[src/verilog/fcs_regs.vh]
`ifndef FCS_REGS_VH
`define FCS_REGS_VH
// command codes
`define FCS_CMD_READ_ARRAY 8'hff
`define FCS_CMD_ERASE_MAIN 8'h20
`define FCS_CMD_ERASE_SUB 8'h21
`define FCS_CMD_PROG_A 8'h40
`define FCS_CMD_PROG_B 8'h10
`define FCS_CMD_IDENT 8'h90
`define FCS_CMD_STATUS 8'h70
`define FCS_CMD_CLEAR 8'h50
`define FCS_CMD_CONFIRM 8'hd0
// status bit positions
`define FCS_ST_READY 7
`define FCS_ST_ERASE_ERR 5
`define FCS_ST_PROG_ERR 4
`define FCS_ST_SUPPLY_LOW 3
`define FCS_ST_PROTECT 1
// identification addresses
`define FCS_ID_MFR_ADDR 19'h00000
`define FCS_ID_DEV_ADDR 19'h00001
// top sector sub-sector bounds
`define FCS_TOP_SECTOR 3'h7
`define FCS_SUB0_END 19'h73fff
`define FCS_SUB1_END 19'h75fff
`define FCS_SUB2_END 19'h77fff
// operation timing
`define FCS_PROG_TIME_NS 1000
`define FCS_ERASE_TIME_NS 4000
`define FCS_CLK_NS 40
`endif

[src/verilog/fcs_op_timer.v]
`timescale 1ns/1ps
module fcs_op_timer #(
  parameter WIDTH = 16
) (
  // clock and reset
  input wire clk,
  input wire rst,
  // control
  input wire start,
  input wire [WIDTH-1:0] length,
  output wire done
);
  reg [WIDTH-1:0] count_q;
  reg running_q;

  assign done = running_q && (count_q == {WIDTH{1'b0}});

  always @(posedge clk)
  begin
    if (rst)
    begin
      count_q <= {WIDTH{1'b0}};
      running_q <= 1'b0;
    end
    else if (start)
    begin
      count_q <= length;
      running_q <= 1'b1;
    end
    else if (running_q)
    begin
      if (count_q == {WIDTH{1'b0}})
        running_q <= 1'b0;
      else
        count_q <= count_q - {{(WIDTH-1){1'b0}}, 1'b1};
    end
  end
endmodule // fcs_op_timer

[src/verilog/flash_command_sequencer.v]
`timescale 1ns/1ps
`include "fcs_regs.vh"
module flash_command_sequencer #(
  parameter ADDR_W = 19,
  parameter MFR_CODE = 8'h5a, // arbitrary value
  parameter DEV_CODE = 8'ha5, // arbitrary value
  parameter PROG_CYCLES = (`FCS_PROG_TIME_NS + `FCS_CLK_NS - 1) / `FCS_CLK_NS,
  parameter ERASE_CYCLES = (`FCS_ERASE_TIME_NS + `FCS_CLK_NS - 1) /
    `FCS_CLK_NS
) (
  // clock and reset
  input wire clk,
  input wire rst,
  // interface choice, protect and supply pins
  input wire interfaceSelect,
  input wire topSectorGuard_n,
  input wire otherSectorGuard_n,
  input wire supplyOk,
  input wire [7:0] sectorWriteLock,
  // hub side request port
  input wire hubWrite,
  input wire hubRead,
  input wire [ADDR_W-1:0] hubAddr,
  input wire [7:0] hubWrData,
  output reg [7:0] hubRdData,
  // parallel programming pins
  input wire parRowCol,
  input wire parOutGate_n,
  input wire parWrite_n,
  input wire parReset_n,
  input wire [10:0] parAddr,
  input wire [7:0] parDataIn,
  output reg [7:0] parDataOut,
  output wire parDataOe,
  output wire parReadyBusy_n,
  // flash array port
  output reg [ADDR_W-1:0] arrAddr,
  input wire [7:0] arrRdData,
  output reg [7:0] arrWrData,
  output reg arrProgram,
  output reg arrErase,
  output reg [ADDR_W-1:0] arrEraseLo,
  output reg [ADDR_W-1:0] arrEraseHi
);
  // ----------------------------------------------------------------
  // read modes and sequencer states
  // ----------------------------------------------------------------
  localparam [1:0] RD_ARRAY = 2'h0;
  localparam [1:0] RD_STATUS = 2'h1;
  localparam [1:0] RD_IDENT = 2'h2;
  localparam [1:0] ST_IDLE = 2'h0;
  localparam [1:0] ST_ERASE_SETUP = 2'h1;
  localparam [1:0] ST_PROG_SETUP = 2'h2;
  localparam [1:0] ST_BUSY = 2'h3;

  // ----------------------------------------------------------------
  // pin synchronisers
  // ----------------------------------------------------------------
  reg [5:0] pinMeta_q;
  reg [5:0] pinSync_q;
  reg [10:0] parAddrMeta_q;
  reg [10:0] parAddrSync_q;
  reg [7:0] parDataMeta_q;
  reg [7:0] parDataSync_q;
  reg parRowColD_q;
  reg parWriteD_q;
  reg [10:0] rowAddr_q;
  reg [7:0] colAddr_q;
  reg [1:0] slowMeta_q;
  reg [1:0] slowSync_q;

  always @(posedge clk)
  begin
    if (rst)
    begin
      // select resets low so no false parallel mode follows reset
      pinMeta_q <= 6'h1f;
      pinSync_q <= 6'h1f;
      slowMeta_q <= 2'h3;
      slowSync_q <= 2'h3;
      parAddrMeta_q <= 11'h000;
      parAddrSync_q <= 11'h000;
      parDataMeta_q <= 8'h00;
      parDataSync_q <= 8'h00;
      parRowColD_q <= 1'b1;
      parWriteD_q <= 1'b1;
      rowAddr_q <= 11'h000;
      colAddr_q <= 8'h00;
    end
    else
    begin
      pinMeta_q <= {interfaceSelect, topSectorGuard_n, parRowCol,
        parOutGate_n, parWrite_n, parReset_n};
      pinSync_q <= pinMeta_q;
      slowMeta_q <= {supplyOk, otherSectorGuard_n};
      slowSync_q <= slowMeta_q;
      parAddrMeta_q <= parAddr;
      parAddrSync_q <= parAddrMeta_q;
      parDataMeta_q <= parDataIn;
      parDataSync_q <= parDataMeta_q;
      parRowColD_q <= pinSync_q[3];
      parWriteD_q <= pinSync_q[1];
      if (parRowColD_q && !pinSync_q[3])
        rowAddr_q <= parAddrSync_q;
      if (!parRowColD_q && pinSync_q[3])
        colAddr_q <= parAddrSync_q[7:0];
    end
  end

  wire parMode = pinSync_q[5];
  wire guardTop_n = pinSync_q[4];
  wire parGate_n = pinSync_q[2];
  wire parWe_n = pinSync_q[1];
  wire parRst_n = pinSync_q[0];
  wire supplyGood = slowSync_q[1];
  wire guardOther_n = slowSync_q[0];
  // a write is taken at the falling edge of the write strobe
  wire parWrEdge = parWriteD_q && !parWe_n && parRst_n;
  wire [ADDR_W-1:0] parFullAddr = {colAddr_q, rowAddr_q};

  // ----------------------------------------------------------------
  // request selection
  // ----------------------------------------------------------------
  wire wrStrobe = parMode ? parWrEdge : hubWrite;
  wire [ADDR_W-1:0] reqAddr = parMode ? parFullAddr : hubAddr;
  wire [7:0] reqData = parMode ? parDataSync_q : hubWrData;

  // ----------------------------------------------------------------
  // sector decode
  // ----------------------------------------------------------------
  function [2:0] sectorOf;
    input [ADDR_W-1:0] a;
    begin
      sectorOf = a[ADDR_W-1:ADDR_W-3];
    end
  endfunction

  function [ADDR_W-1:0] subLow;
    input [ADDR_W-1:0] a;
    begin
      if (a <= `FCS_SUB0_END)
        subLow = 19'h70000;
      else if (a <= `FCS_SUB1_END)
        subLow = `FCS_SUB0_END + 19'h00001;
      else if (a <= `FCS_SUB2_END)
        subLow = `FCS_SUB1_END + 19'h00001;
      else
        subLow = `FCS_SUB2_END + 19'h00001;
    end
  endfunction

  function [ADDR_W-1:0] subHigh;
    input [ADDR_W-1:0] a;
    begin
      if (a <= `FCS_SUB0_END)
        subHigh = `FCS_SUB0_END;
      else if (a <= `FCS_SUB1_END)
        subHigh = `FCS_SUB1_END;
      else if (a <= `FCS_SUB2_END)
        subHigh = `FCS_SUB2_END;
      else
        subHigh = 19'h7ffff;
    end
  endfunction

  wire [2:0] reqSector = sectorOf(reqAddr);
  // a guard pin or the lock register either one locks; lock read now, at start
  wire reqLocked = sectorWriteLock[reqSector] ||
    ((reqSector == `FCS_TOP_SECTOR) ? !guardTop_n :
    !guardOther_n);

  // ----------------------------------------------------------------
  // command decoder and write sequencer
  // ----------------------------------------------------------------
  reg [1:0] state_q;
  reg [1:0] readMode_q;
  reg subErase_q;
  reg isErase_q;
  reg eraseErr_q;
  reg progErr_q;
  reg supplyErr_q;
  reg protectErr_q;
  reg timerStart;
  reg [15:0] timerLen;
  wire timerDone;

  fcs_op_timer #(
    .WIDTH(16)
  ) opTimer (
    .clk(clk),
    .rst(rst),
    .start(timerStart),
    .length(timerLen),
    .done(timerDone)
  );

  wire isConfirm = reqData == `FCS_CMD_CONFIRM;

  always @(posedge clk)
  begin
    if (rst)
    begin
      state_q <= ST_IDLE;
      readMode_q <= RD_ARRAY;
      subErase_q <= 1'b0;
      isErase_q <= 1'b0;
      eraseErr_q <= 1'b0;
      progErr_q <= 1'b0;
      supplyErr_q <= 1'b0;
      protectErr_q <= 1'b0;
      timerStart <= 1'b0;
      timerLen <= 16'h0000;
      arrAddr <= {ADDR_W{1'b0}};
      arrWrData <= 8'hff;
      arrProgram <= 1'b0;
      arrErase <= 1'b0;
      arrEraseLo <= {ADDR_W{1'b0}};
      arrEraseHi <= {ADDR_W{1'b0}};
    end
    else
    begin
      timerStart <= 1'b0;
      arrProgram <= 1'b0;
      arrErase <= 1'b0;
      // hold the program target until its pulse has gone out
      if (!wrStrobe && (hubRead || parMode) && state_q != ST_BUSY)
        arrAddr <= reqAddr;
      case (state_q)
        ST_IDLE:
        begin
          if (wrStrobe)
          begin
            case (reqData)
              `FCS_CMD_READ_ARRAY: readMode_q <= RD_ARRAY;
              `FCS_CMD_STATUS: readMode_q <= RD_STATUS;
              `FCS_CMD_IDENT: readMode_q <= RD_IDENT;
              `FCS_CMD_CLEAR:
              begin
                if (readMode_q == RD_IDENT)
                  readMode_q <= RD_ARRAY;
                eraseErr_q <= 1'b0;
                progErr_q <= 1'b0;
                supplyErr_q <= 1'b0;
                protectErr_q <= 1'b0;
              end
              `FCS_CMD_ERASE_MAIN, `FCS_CMD_ERASE_SUB:
              begin
                subErase_q <= reqData == `FCS_CMD_ERASE_SUB;
                readMode_q <= RD_STATUS;
                state_q <= ST_ERASE_SETUP;
              end
              `FCS_CMD_PROG_A, `FCS_CMD_PROG_B:
              begin
                readMode_q <= RD_STATUS;
                state_q <= ST_PROG_SETUP;
              end
              default: ;
            endcase
          end
        end
        ST_ERASE_SETUP:
        begin
          if (wrStrobe)
          begin
            isErase_q <= 1'b1;
            if (!isConfirm)
            begin
              eraseErr_q <= 1'b1;
              progErr_q <= 1'b1;
              state_q <= ST_IDLE;
            end
            else if (reqLocked)
            begin
              eraseErr_q <= 1'b1;
              protectErr_q <= 1'b1;
              state_q <= ST_IDLE;
            end
            else
            begin
              // sector from this second write's address
              if (subErase_q && reqSector == `FCS_TOP_SECTOR)
              begin
                arrEraseLo <= subLow(reqAddr);
                arrEraseHi <= subHigh(reqAddr);
              end
              else
              begin
                arrEraseLo <= {reqSector, {(ADDR_W-3){1'b0}}};
                arrEraseHi <= {reqSector, {(ADDR_W-3){1'b1}}};
              end
              timerLen <= ERASE_CYCLES[15:0];
              timerStart <= 1'b1;
              state_q <= ST_BUSY;
            end
          end
        end
        ST_PROG_SETUP:
        begin
          if (wrStrobe)
          begin
            isErase_q <= 1'b0;
            arrAddr <= reqAddr;
            arrWrData <= reqData;
            if (reqLocked)
            begin
              progErr_q <= 1'b1;
              protectErr_q <= 1'b1;
              state_q <= ST_IDLE;
            end
            else
            begin
              timerLen <= PROG_CYCLES[15:0];
              timerStart <= 1'b1;
              state_q <= ST_BUSY;
            end
          end
        end
        ST_BUSY:
        begin
          // array read and other commands ignored here
          if (wrStrobe && reqData == `FCS_CMD_STATUS)
            readMode_q <= RD_STATUS;
          if (timerDone)
          begin
            state_q <= ST_IDLE;
            if (!supplyGood)
            begin
              supplyErr_q <= 1'b1;
              if (isErase_q)
                eraseErr_q <= 1'b1;
              else
                progErr_q <= 1'b1;
            end
            else if (isErase_q)
              arrErase <= 1'b1;
            else
              arrProgram <= 1'b1;
          end
        end
        default: state_q <= ST_IDLE;
      endcase
    end
  end

  // ----------------------------------------------------------------
  // status and read data
  // ----------------------------------------------------------------
  wire ready = state_q != ST_BUSY;
  wire [7:0] operationStatus = {ready, 1'b0, eraseErr_q, progErr_q,
    supplyErr_q, 1'b0, protectErr_q, 1'b0};

  reg [7:0] readValue;
  always @*
  begin
    case (readMode_q)
      RD_STATUS: readValue = operationStatus;
      RD_IDENT:
        if (arrAddr == `FCS_ID_MFR_ADDR)
          readValue = MFR_CODE;
        else if (arrAddr == `FCS_ID_DEV_ADDR)
          readValue = DEV_CODE;
        else
          readValue = 8'h00;
      default: readValue = arrRdData;
    endcase
  end

  always @(posedge clk)
  begin
    if (rst)
    begin
      hubRdData <= 8'h00;
      parDataOut <= 8'h00;
    end
    else
    begin
      hubRdData <= readValue;
      parDataOut <= readValue;
    end
  end

  assign parDataOe = parMode && !parGate_n && parWe_n && parRst_n;
  assign parReadyBusy_n = ready;
endmodule // flash_command_sequencer
[config.mk]
export PLATFORM = sky130hd
export DESIGN_NAME = flash_command_sequencer
export DESIGN_NICKNAME = d
export VERILOG_FILES = /design/src/verilog/fcs_op_timer.v /design/src/verilog/flash_command_sequencer.v
export VERILOG_INCLUDE_DIRS = /design/src /design/src/verilog
export SDC_FILE = /design/constraint.sdc
export NUM_CORES = 1
export LEC_CHECK = 0
export ABC_AREA = 0
export BUFFER_PORTS_ARGS = -buffer_cell sky130_fd_sc_hd__buf_2
export CAP_MARGIN = 20
export CORE_MARGIN = 5
export CORE_UTILIZATION = 53
export CTS_CLUSTER_DIAMETER = 60
export DETAILED_ROUTE_END_ITERATION = 10
export PLACE_DENSITY = 0.79
export SLEW_MARGIN = 15
export SYNTH_ARGS = -nofsm -noshare
export SYNTH_HDL_FRONTEND = slang
export SYNTH_SLANG_ARGS = --single-unit
[constraint.sdc]
create_clock -name clk -period 2.55 [get_ports clk]
set_input_delay 0.255 -clock clk [delete_from_list [all_inputs] [get_ports clk]]
set_output_delay 0.255 -clock clk [all_outputs]
set_load 0.005 [all_outputs]
==> results.py, run 1 <==
metrics = {
    "placed_design": {
        "dp_hpwl_mm": 11.4,
        "place_ws_ns": 0.226,
        "port_buffers": 145,
        "gp_congestion": 0.891,
    },
    "logic_synthesis": {
        "synth_flop_cell": "dfxtp_1",
        "synth_top_cells_by_area": "dfxtp_1 47%, mux2i_1 5.8%, nor2b_1 4.6%",
        "ys_ff_latch": 152,
        "synth_edf_count": 0,
        "synth_top_cell_by_area": "dfxtp_1",
        "synth-seq-area-share_pct": 46.5,
        "synthArstFlopShare_pct": 0,
        "synth_top_area_share_pct": 46.5,
        "syn-cell-area_sq_um": 6540,
        "synth_cell_types": 73,
        "synth_warnings": 0,
        "synthCells": 698,
        "syn_area_per_cell_sq_um": 9.37,
    },
    "power_and_ir_drop": {
        "pwr-share-seq_pct": 43.0,
        "ir_worst_vdd_v": 0.000523,
        "p_leak_nw": 3.33,
        "p_clk_share_pct": 41.6,
        "switching_share_pct": 27.6,
        "comb_power_share_pct": 15.4,
        "switchingPower_mw": 1.69,
        "p_int_mw": 4.43,
        "power.density_nw_per_um2": 772,
    },
    "sta": {
        "period_needed_ns": 2.36,
        "slew_headroom_pct": 35.3,
        "rsz0062_at_grt": "false",
        "worst_pin_slew_ns": 0.969,
        "max_freq_mhz": 424,
        "drv_slew": 0,
        "setup_viol": 0,
        "setup_tns_ns": 0,
        "post-route-period-util_pct": 92.4,
        "fin_skew_ns": 0.00561,
        "finalWorstSetupSlack_ns": 0.193,
        "finalHoldViolations": 0,
    },
    "clocking": {
        "h-tree-depth": 4,
        "cts_tree": "yes",
        "cts_setup_buffers": 0,
        "clk_pin_slew_worst_paths_ns": 0.06,
        "cts_root_buffer": "clkbuf_16",
        "clock_path_buffers": 2,
        "clock-sinks": 152,
        "cts_made_buffers": 17,
        "clock_latency_ns": 0.42,
    },
    "die": {
        "die_h_um": 121,
        "initial_core_util_pct": 54.2,
        "dieArea_sq_um": 14700,
        "row_count": 40,
        "ios": 159,
        "die_w_um": 121,
        "core_area_sq_um": 12100,
    },
    "setup_path": {
        "cp-end-kind": "flip-flop",
        "critPathMaxFanout": 15,
        "critPathKind": "reg -> reg",
        "cp.required_ns": 2.85,
        "worst_ep_arrival_time_ns": 2.66,
        "start_kind": "flip-flop",
    },
    "final_layout": {
        "diodes": 0,
        "final_common_cell": "dfxtp_1",
        "areaGrowthSynthToFinish_pct": 21.2,
        "layout-drive-gt1-share_pct": 28.1,
        "layout.nets": 912,
        "mostFrequentLayoutCells": "151 x dfxtp_1, 144 x buf_2, 74 x nor2_1",
        "fill_cells": 959,
    },
    "grt": {
        "grt_pass1_wl_mm": 24.7,
        "grt_max_degree": 72,
        "antenna_found_initial": 0,
        "track_usage_pct": 21.0,
        "grt_overflow": 0,
        "grt_pass1_vias": 5167,
    },
    "run_status": {
        "status": "finished, final reports clean",
    },
    "flow_run": {
        "maxCapViolCount": 0,
    },
    "detailed_routing": {
        "ant_nets": 0,
        "num_vias": 5364,
        "totalWireLength_mm": 15.3,
        "drt_iter0_drc": 376,
        "wl_per_cell_um": 15.1,
        "viasPerCell": 5.31,
        "drc_errors": 0,
        "dr.pass1.iters": 5,
    },
    "min_path": {
        "worstHoldPathType": "in -> reg",
    },
}
==> Yosys cell counts, drive strengths merged, types with 3 or more instances <==
master,number
inv,24
a211oi,27
ha,9
nand4b,4
a21oi,35
xnor2,4
mux2i,39
nand2,47
nor3,11
buf,49
nor4b,5
a21boi,3
nor2b,48
or3,4
nor4,5
nand3b,3
dfxtp,152
a221oi,8
o211ai,11
mux2,3
nor2,74
o2111ai,4
nand2b,4
nor3b,3
nand3,13
o21ai,12
clkbuf,23
or4,3
or2,17
nand4,3
xor2,12
==> flip-flops by register name, indices dropped and copies added, names as in the netlist, 8 cells and up <==
register         cells
colAddr_q            8
arrAddr             19
arrWrData            8
parDataMeta_q        8
parAddrSync_q       11
opTimer.count_q     16
parAddrMeta_q       11
parDataOut           8
rowAddr_q           11
parDataSync_q        8
==> area by class of cell <==
cell class	count	area, sq um	area share [%]
multi-input cells	461	3030	38.2
flip-flops and latches	152	3040	38.4
clock inverters	15	179	2.26
repair buffers	172	943	11.9
inverters	25	93.8	1.18
clock buffers	17	425	5.37
well taps	168	210	2.65
==> metrics by stage <==
| stage | utilization, % | std cells | power [mW] | hold WS [ns] | cell area (sq um) |
|---|---|---|---|---|---|
| after floorplan | - | 710 | 3.30 | 0.359 | 6580 |
| after global placement | 60.2 | 973 | 3.58 | 0.393 | 7260 |
| after detailed placement | 60.2 | 973 | 3.61 | 0.393 | 7260 |
| after CTS | 65.6 | 1010 | 6.16 | 0.000668 | 7920 |
| after global routing | 65.7 | 1010 | 6.40 | 0.00930 | 7920 |
| final | 65.7 | 1010 | 6.12 | 0.0175 | 7920 |
==> critical path, cell delays in order (launching register included) <==
cell       delay (ns)
dfxtp_2          0.46
buf_4            0.20
mux2i_1          0.39
o2111ai_1        0.28
a311oi_4         0.34
buf_4            0.28
mux2i_1          0.23
nor2_1           0.05
==> kinds of logic after synthesis <==
kind of cell / share of synthesized area (%)
flip-flops: 46.5
XOR/XNOR: 2.14
AO/OA/AOI/OAI: 14.5
adder cells (fa/ha/maj): 1.72
buffers and inverters: 8.15
AND/OR/NAND/NOR: 20.3
other: 0.0574
multiplexers: 6.54
==> routing by layer <==
layer / wire [um] / global-route usage (%) / share of wire (%) / up-vias
li1: - / - / - / 2651
met2: 7180 / 33.9 / 47 / 214
met1: 6560 / 25.8 / 43 / 2466
met4: 438 / 9.84 / 2.9 / 0
met3: 1120 / 5.97 / 7.3 / 33
met5: 0 / 0 / 0 / -
==> path summary, 6_finish.rpt <==
kind                       from             end  slack (ns)  cells after the start
setup / recovery   pinSync_q[5]  arrEraseLo[13]        0.19                      7
hold reg to reg   slowMeta_q[0]   slowSync_q[0]        0.41                      1
setup reg to reg   pinSync_q[5]  arrEraseLo[13]        0.19                      7
hold / removal       parWrite_n    pinMeta_q[1]        0.02                      2
==> power by group through the flow <==
stage	clock, mW	sequential, mW	combinational, mW
5_1_grt	2.71	2.65	1.05
3_5_place_dp	0	2.68	0.922
6_report	2.55	2.63	0.944
2_1_floorplan	0	2.66	0.633
4_1_cts	2.60	2.63	0.937
3_3_place_gp	0	2.68	0.909
==> what timing repair did <==
item,CTS,global route
hold buffers,5,0
gates resized for setup,0,2
endpoints found under the setup margin,0,2
endpoints found under the hold margin,5,0
Note: power is estimated with default switching activity, not from simulation.
==> inputs of run 2 (changes only) <==
--- a/config.mk
+++ b/config.mk
@@ -10,10 +10,10 @@
 export BUFFER_PORTS_ARGS = -buffer_cell sky130_fd_sc_hd__buf_2
 export CAP_MARGIN = 20
 export CORE_MARGIN = 5
-export CORE_UTILIZATION = 53
+export CORE_UTILIZATION = 48
 export CTS_CLUSTER_DIAMETER = 60
 export DETAILED_ROUTE_END_ITERATION = 10
-export PLACE_DENSITY = 0.79
+export PLACE_DENSITY = 0.76
 export SLEW_MARGIN = 15
 export SYNTH_ARGS = -nofsm -noshare
 export SYNTH_HDL_FRONTEND = slang
==> constraint.sdc (replaced) <==
create_clock -name clk -period 2.12 [get_ports clk]
set_input_delay 0.212 -clock clk [delete_from_list [all_inputs] [get_ports clk]]
set_output_delay 0.212 -clock clk [all_outputs]
set_load 0.005 [all_outputs]
==> run 2 against run 1 <==
Compared with the run above:
- the flow now finishes with violations (negative setup slack)
- combinational power grew 47%
- routed wire length grew 6.7%
- via count grew 1.8%
- first-iteration DRC count shrank 14%
- worst setup slack lost 0.30 ns
- hold slack gained 0.018 ns
- die area grew 9.5%
- critical path type unchanged
- critical endpoint is now arrEraseLo[14]
==> results.py, run 2 (same netlist as run 1, synthesis figures left out) <==
metrics = {
    "power_and_ir_drop": {
        "power.density_nw_per_um2": 889,
        "p_leak_nw": 3.65,
        "ir_worst_vdd_v": 0.000696,
    },
    "die": {
        "die_h_um": 127,
        "die_w_um": 127,
        "core_area_sq_um": 13300,
        "ios": 159,
        "row_count": 42,
        "initial_core_util_pct": 49.2,
        "dieArea_sq_um": 16100,
    },
    "final_layout": {
        "mostFrequentLayoutCells": "151 x dfxtp_1, 144 x buf_2, 74 x nor2_1",
        "regMostFlops": "arrAddr",
        "layout-drive-gt1-share_pct": 33.0,
        "areaGrowthSynthToFinish_pct": 32.4,
        "layout.nets": 971,
        "top_regs": "arrAddr: 19 flops, opTimer.count_q: 16 flops",
        "design_area_sq_um": 8660,
        "fin_cells": 1079,
        "largest_reg_flops": 19,
        "final_common_cell": "dfxtp_1",
    },
    "detailed_routing": {
        "drt_iter0_drc": 325,
        "ant_nets": 0,
        "num_vias": 5460,
        "viasPerCell": 5.06,
        "drc_errors": 0,
        "wl_per_cell_um": 15.1,
        "dr.pass1.iters": 5,
        "totalWireLength_mm": 16.3,
    },
    "clocking": {
        "clk_pin_slew_worst_paths_ns": 0.07,
        "cts_root_buffer": "clkbuf_16",
        "cts_made_buffers": 17,
        "clock_latency_ns": 0.43,
        "cts_tree": "yes",
        "h-tree-depth": 4,
        "clock-sinks": 152,
        "clock_path_buffers": 2,
    },
    "min_path": {
        "worstHoldStart": "parAddr[10]",
        "worstHoldPathType": "in -> reg",
        "hold_path_depth": 2,
        "min_to": "parAddrMeta_q[10]",
    },
    "sta": {
        "fin_skew_ns": 0.0151,
        "finalWorstSetupSlack_ns": -0.103,
        "finalHoldViolations": 0,
        "setup_viol": 17,
        "rsz0062_at_grt": "true",
        "max_freq_mhz": 450,
        "fin_hold_ws_ns": 0.0357,
        "setup_tns_ns": -0.871,
        "slew_headroom_pct": 51.5,
        "period_needed_ns": 2.22,
        "drv_slew": 0,
        "post-route-period-util_pct": 105,
        "worst_pin_slew_ns": 0.727,
    },
    "setup_path": {
        "r2r-start": "pinSync_q[5]",
        "worst_ep_arrival_time_ns": 2.51,
        "path_cells": "mux2_4 -> mux2i_4 -> a32oi_2 -> buf_4 -> a311oi_4 -> buf_6 -> mux2i_1 -> nor2_1",
        "cp.required_ns": 2.40,
        "critPathMaxFanout": 12,
        "r2r_cells": 8,
        "slowest_delay_ns": 0.42,
        "path_buf_inv": 2,
        "r2r_slack_ns": -0.10,
        "r2r-end": "arrEraseLo[14]",
        "path_delay_family": "multiplexers",
        "slowest_stage": "dfxtp_4",
        "critPathKind": "reg -> reg",
        "cp-end-kind": "flip-flop",
        "cp-startpoint": "pinSync_q[5]",
        "start_kind": "flip-flop",
    },
    "flow_run": {
        "maxCapViolCount": 0,
    },
    "run_status": {
        "status": "complete, but fails checks",
        "violations": "negative setup slack",
    },
    "grt": {
        "grt_max_degree": 126,
        "grt_pass1_vias": 5141,
        "antenna_found_initial": 2,
        "grt_overflow": 0,
        "track_usage_pct": 19.8,
        "grt_pass1_wl_mm": 25.4,
    },
    "placed_design": {
        "dp_cells": 1015,
        "place_area_sq_um": 7590,
        "port_buffers": 145,
        "gp_congestion": 0.895,
        "dp_hpwl_mm": 11.3,
        "place_ws_ns": -0.150,
    },
}
[run 2: worst max path at each step]
stage | slack (ns) | cells past startpoint | to
floorplan | 0.006 | 9 | arrEraseHi[16]
global placement | -0.12 | 7 | arrEraseLo[13]
detailed placement | -0.15 | 7 | arrEraseLo[14]
CTS | -0.09 | 6 | readMode_q[0]
global route | -0.23 | 8 | arrEraseLo[14]
finish | -0.10 | 8 | arrEraseLo[14]
[run 2: layout make-up]
class	instances	area, sq um
Fill cell	1054	4640
Multi-Input combinational cell	461	3180
Sequential cell	152	3050
Timing Repair Buffer	231	1490
Clock buffer	17	425
Tap cell	176	220
Clock inverter	15	200
Inverter	25	93.8
Antenna cell	2	5.00
[run 2: worst register-to-register path: stages (launching register included)]
cell and delay [ns]:
dfxtp_4 0.42, mux2_4 0.37, mux2i_4 0.21, a32oi_2 0.15, buf_4 0.18, a311oi_4 0.33, buf_6 0.18, mux2i_1 0.19
nor2_1 0.06
[run 2: repair_timing]
action,CTS,global route
hold endpoints to repair,26,0
gates resized for setup,14,16
buffers inserted,1,3
setup endpoints to repair,21,30
pin swaps,2,5
hold buffers,26,0
[run 2: through the flow]
stage	utilization (%)	power (mW)
after floorplan	-	3.97
after global placement	57.1	4.47
after detailed placement	57.1	4.48
after CTS	64.3	7.69
after global routing	65.1	8.03
final	65.1	7.70
[run 2: routing by layer]
layer | wire length [um] | global-route usage [%] | vias up
li1 | - | - | 2776
met1 | 7180 | 25.0 | 2486
met2 | 7830 | 31.9 | 170
met3 | 954 | 5.25 | 28
met4 | 360 | 8.33 | 0
met5 | 0 | 0 | -
[run 2: power by group]
part	switching (mW)	total, mW	internal [mW]
Sequential	0.119	3.16	3.04
Clock	1.35	3.15	1.81
Combinational	0.721	1.39	0.666
Total	2.19	7.70	5.51
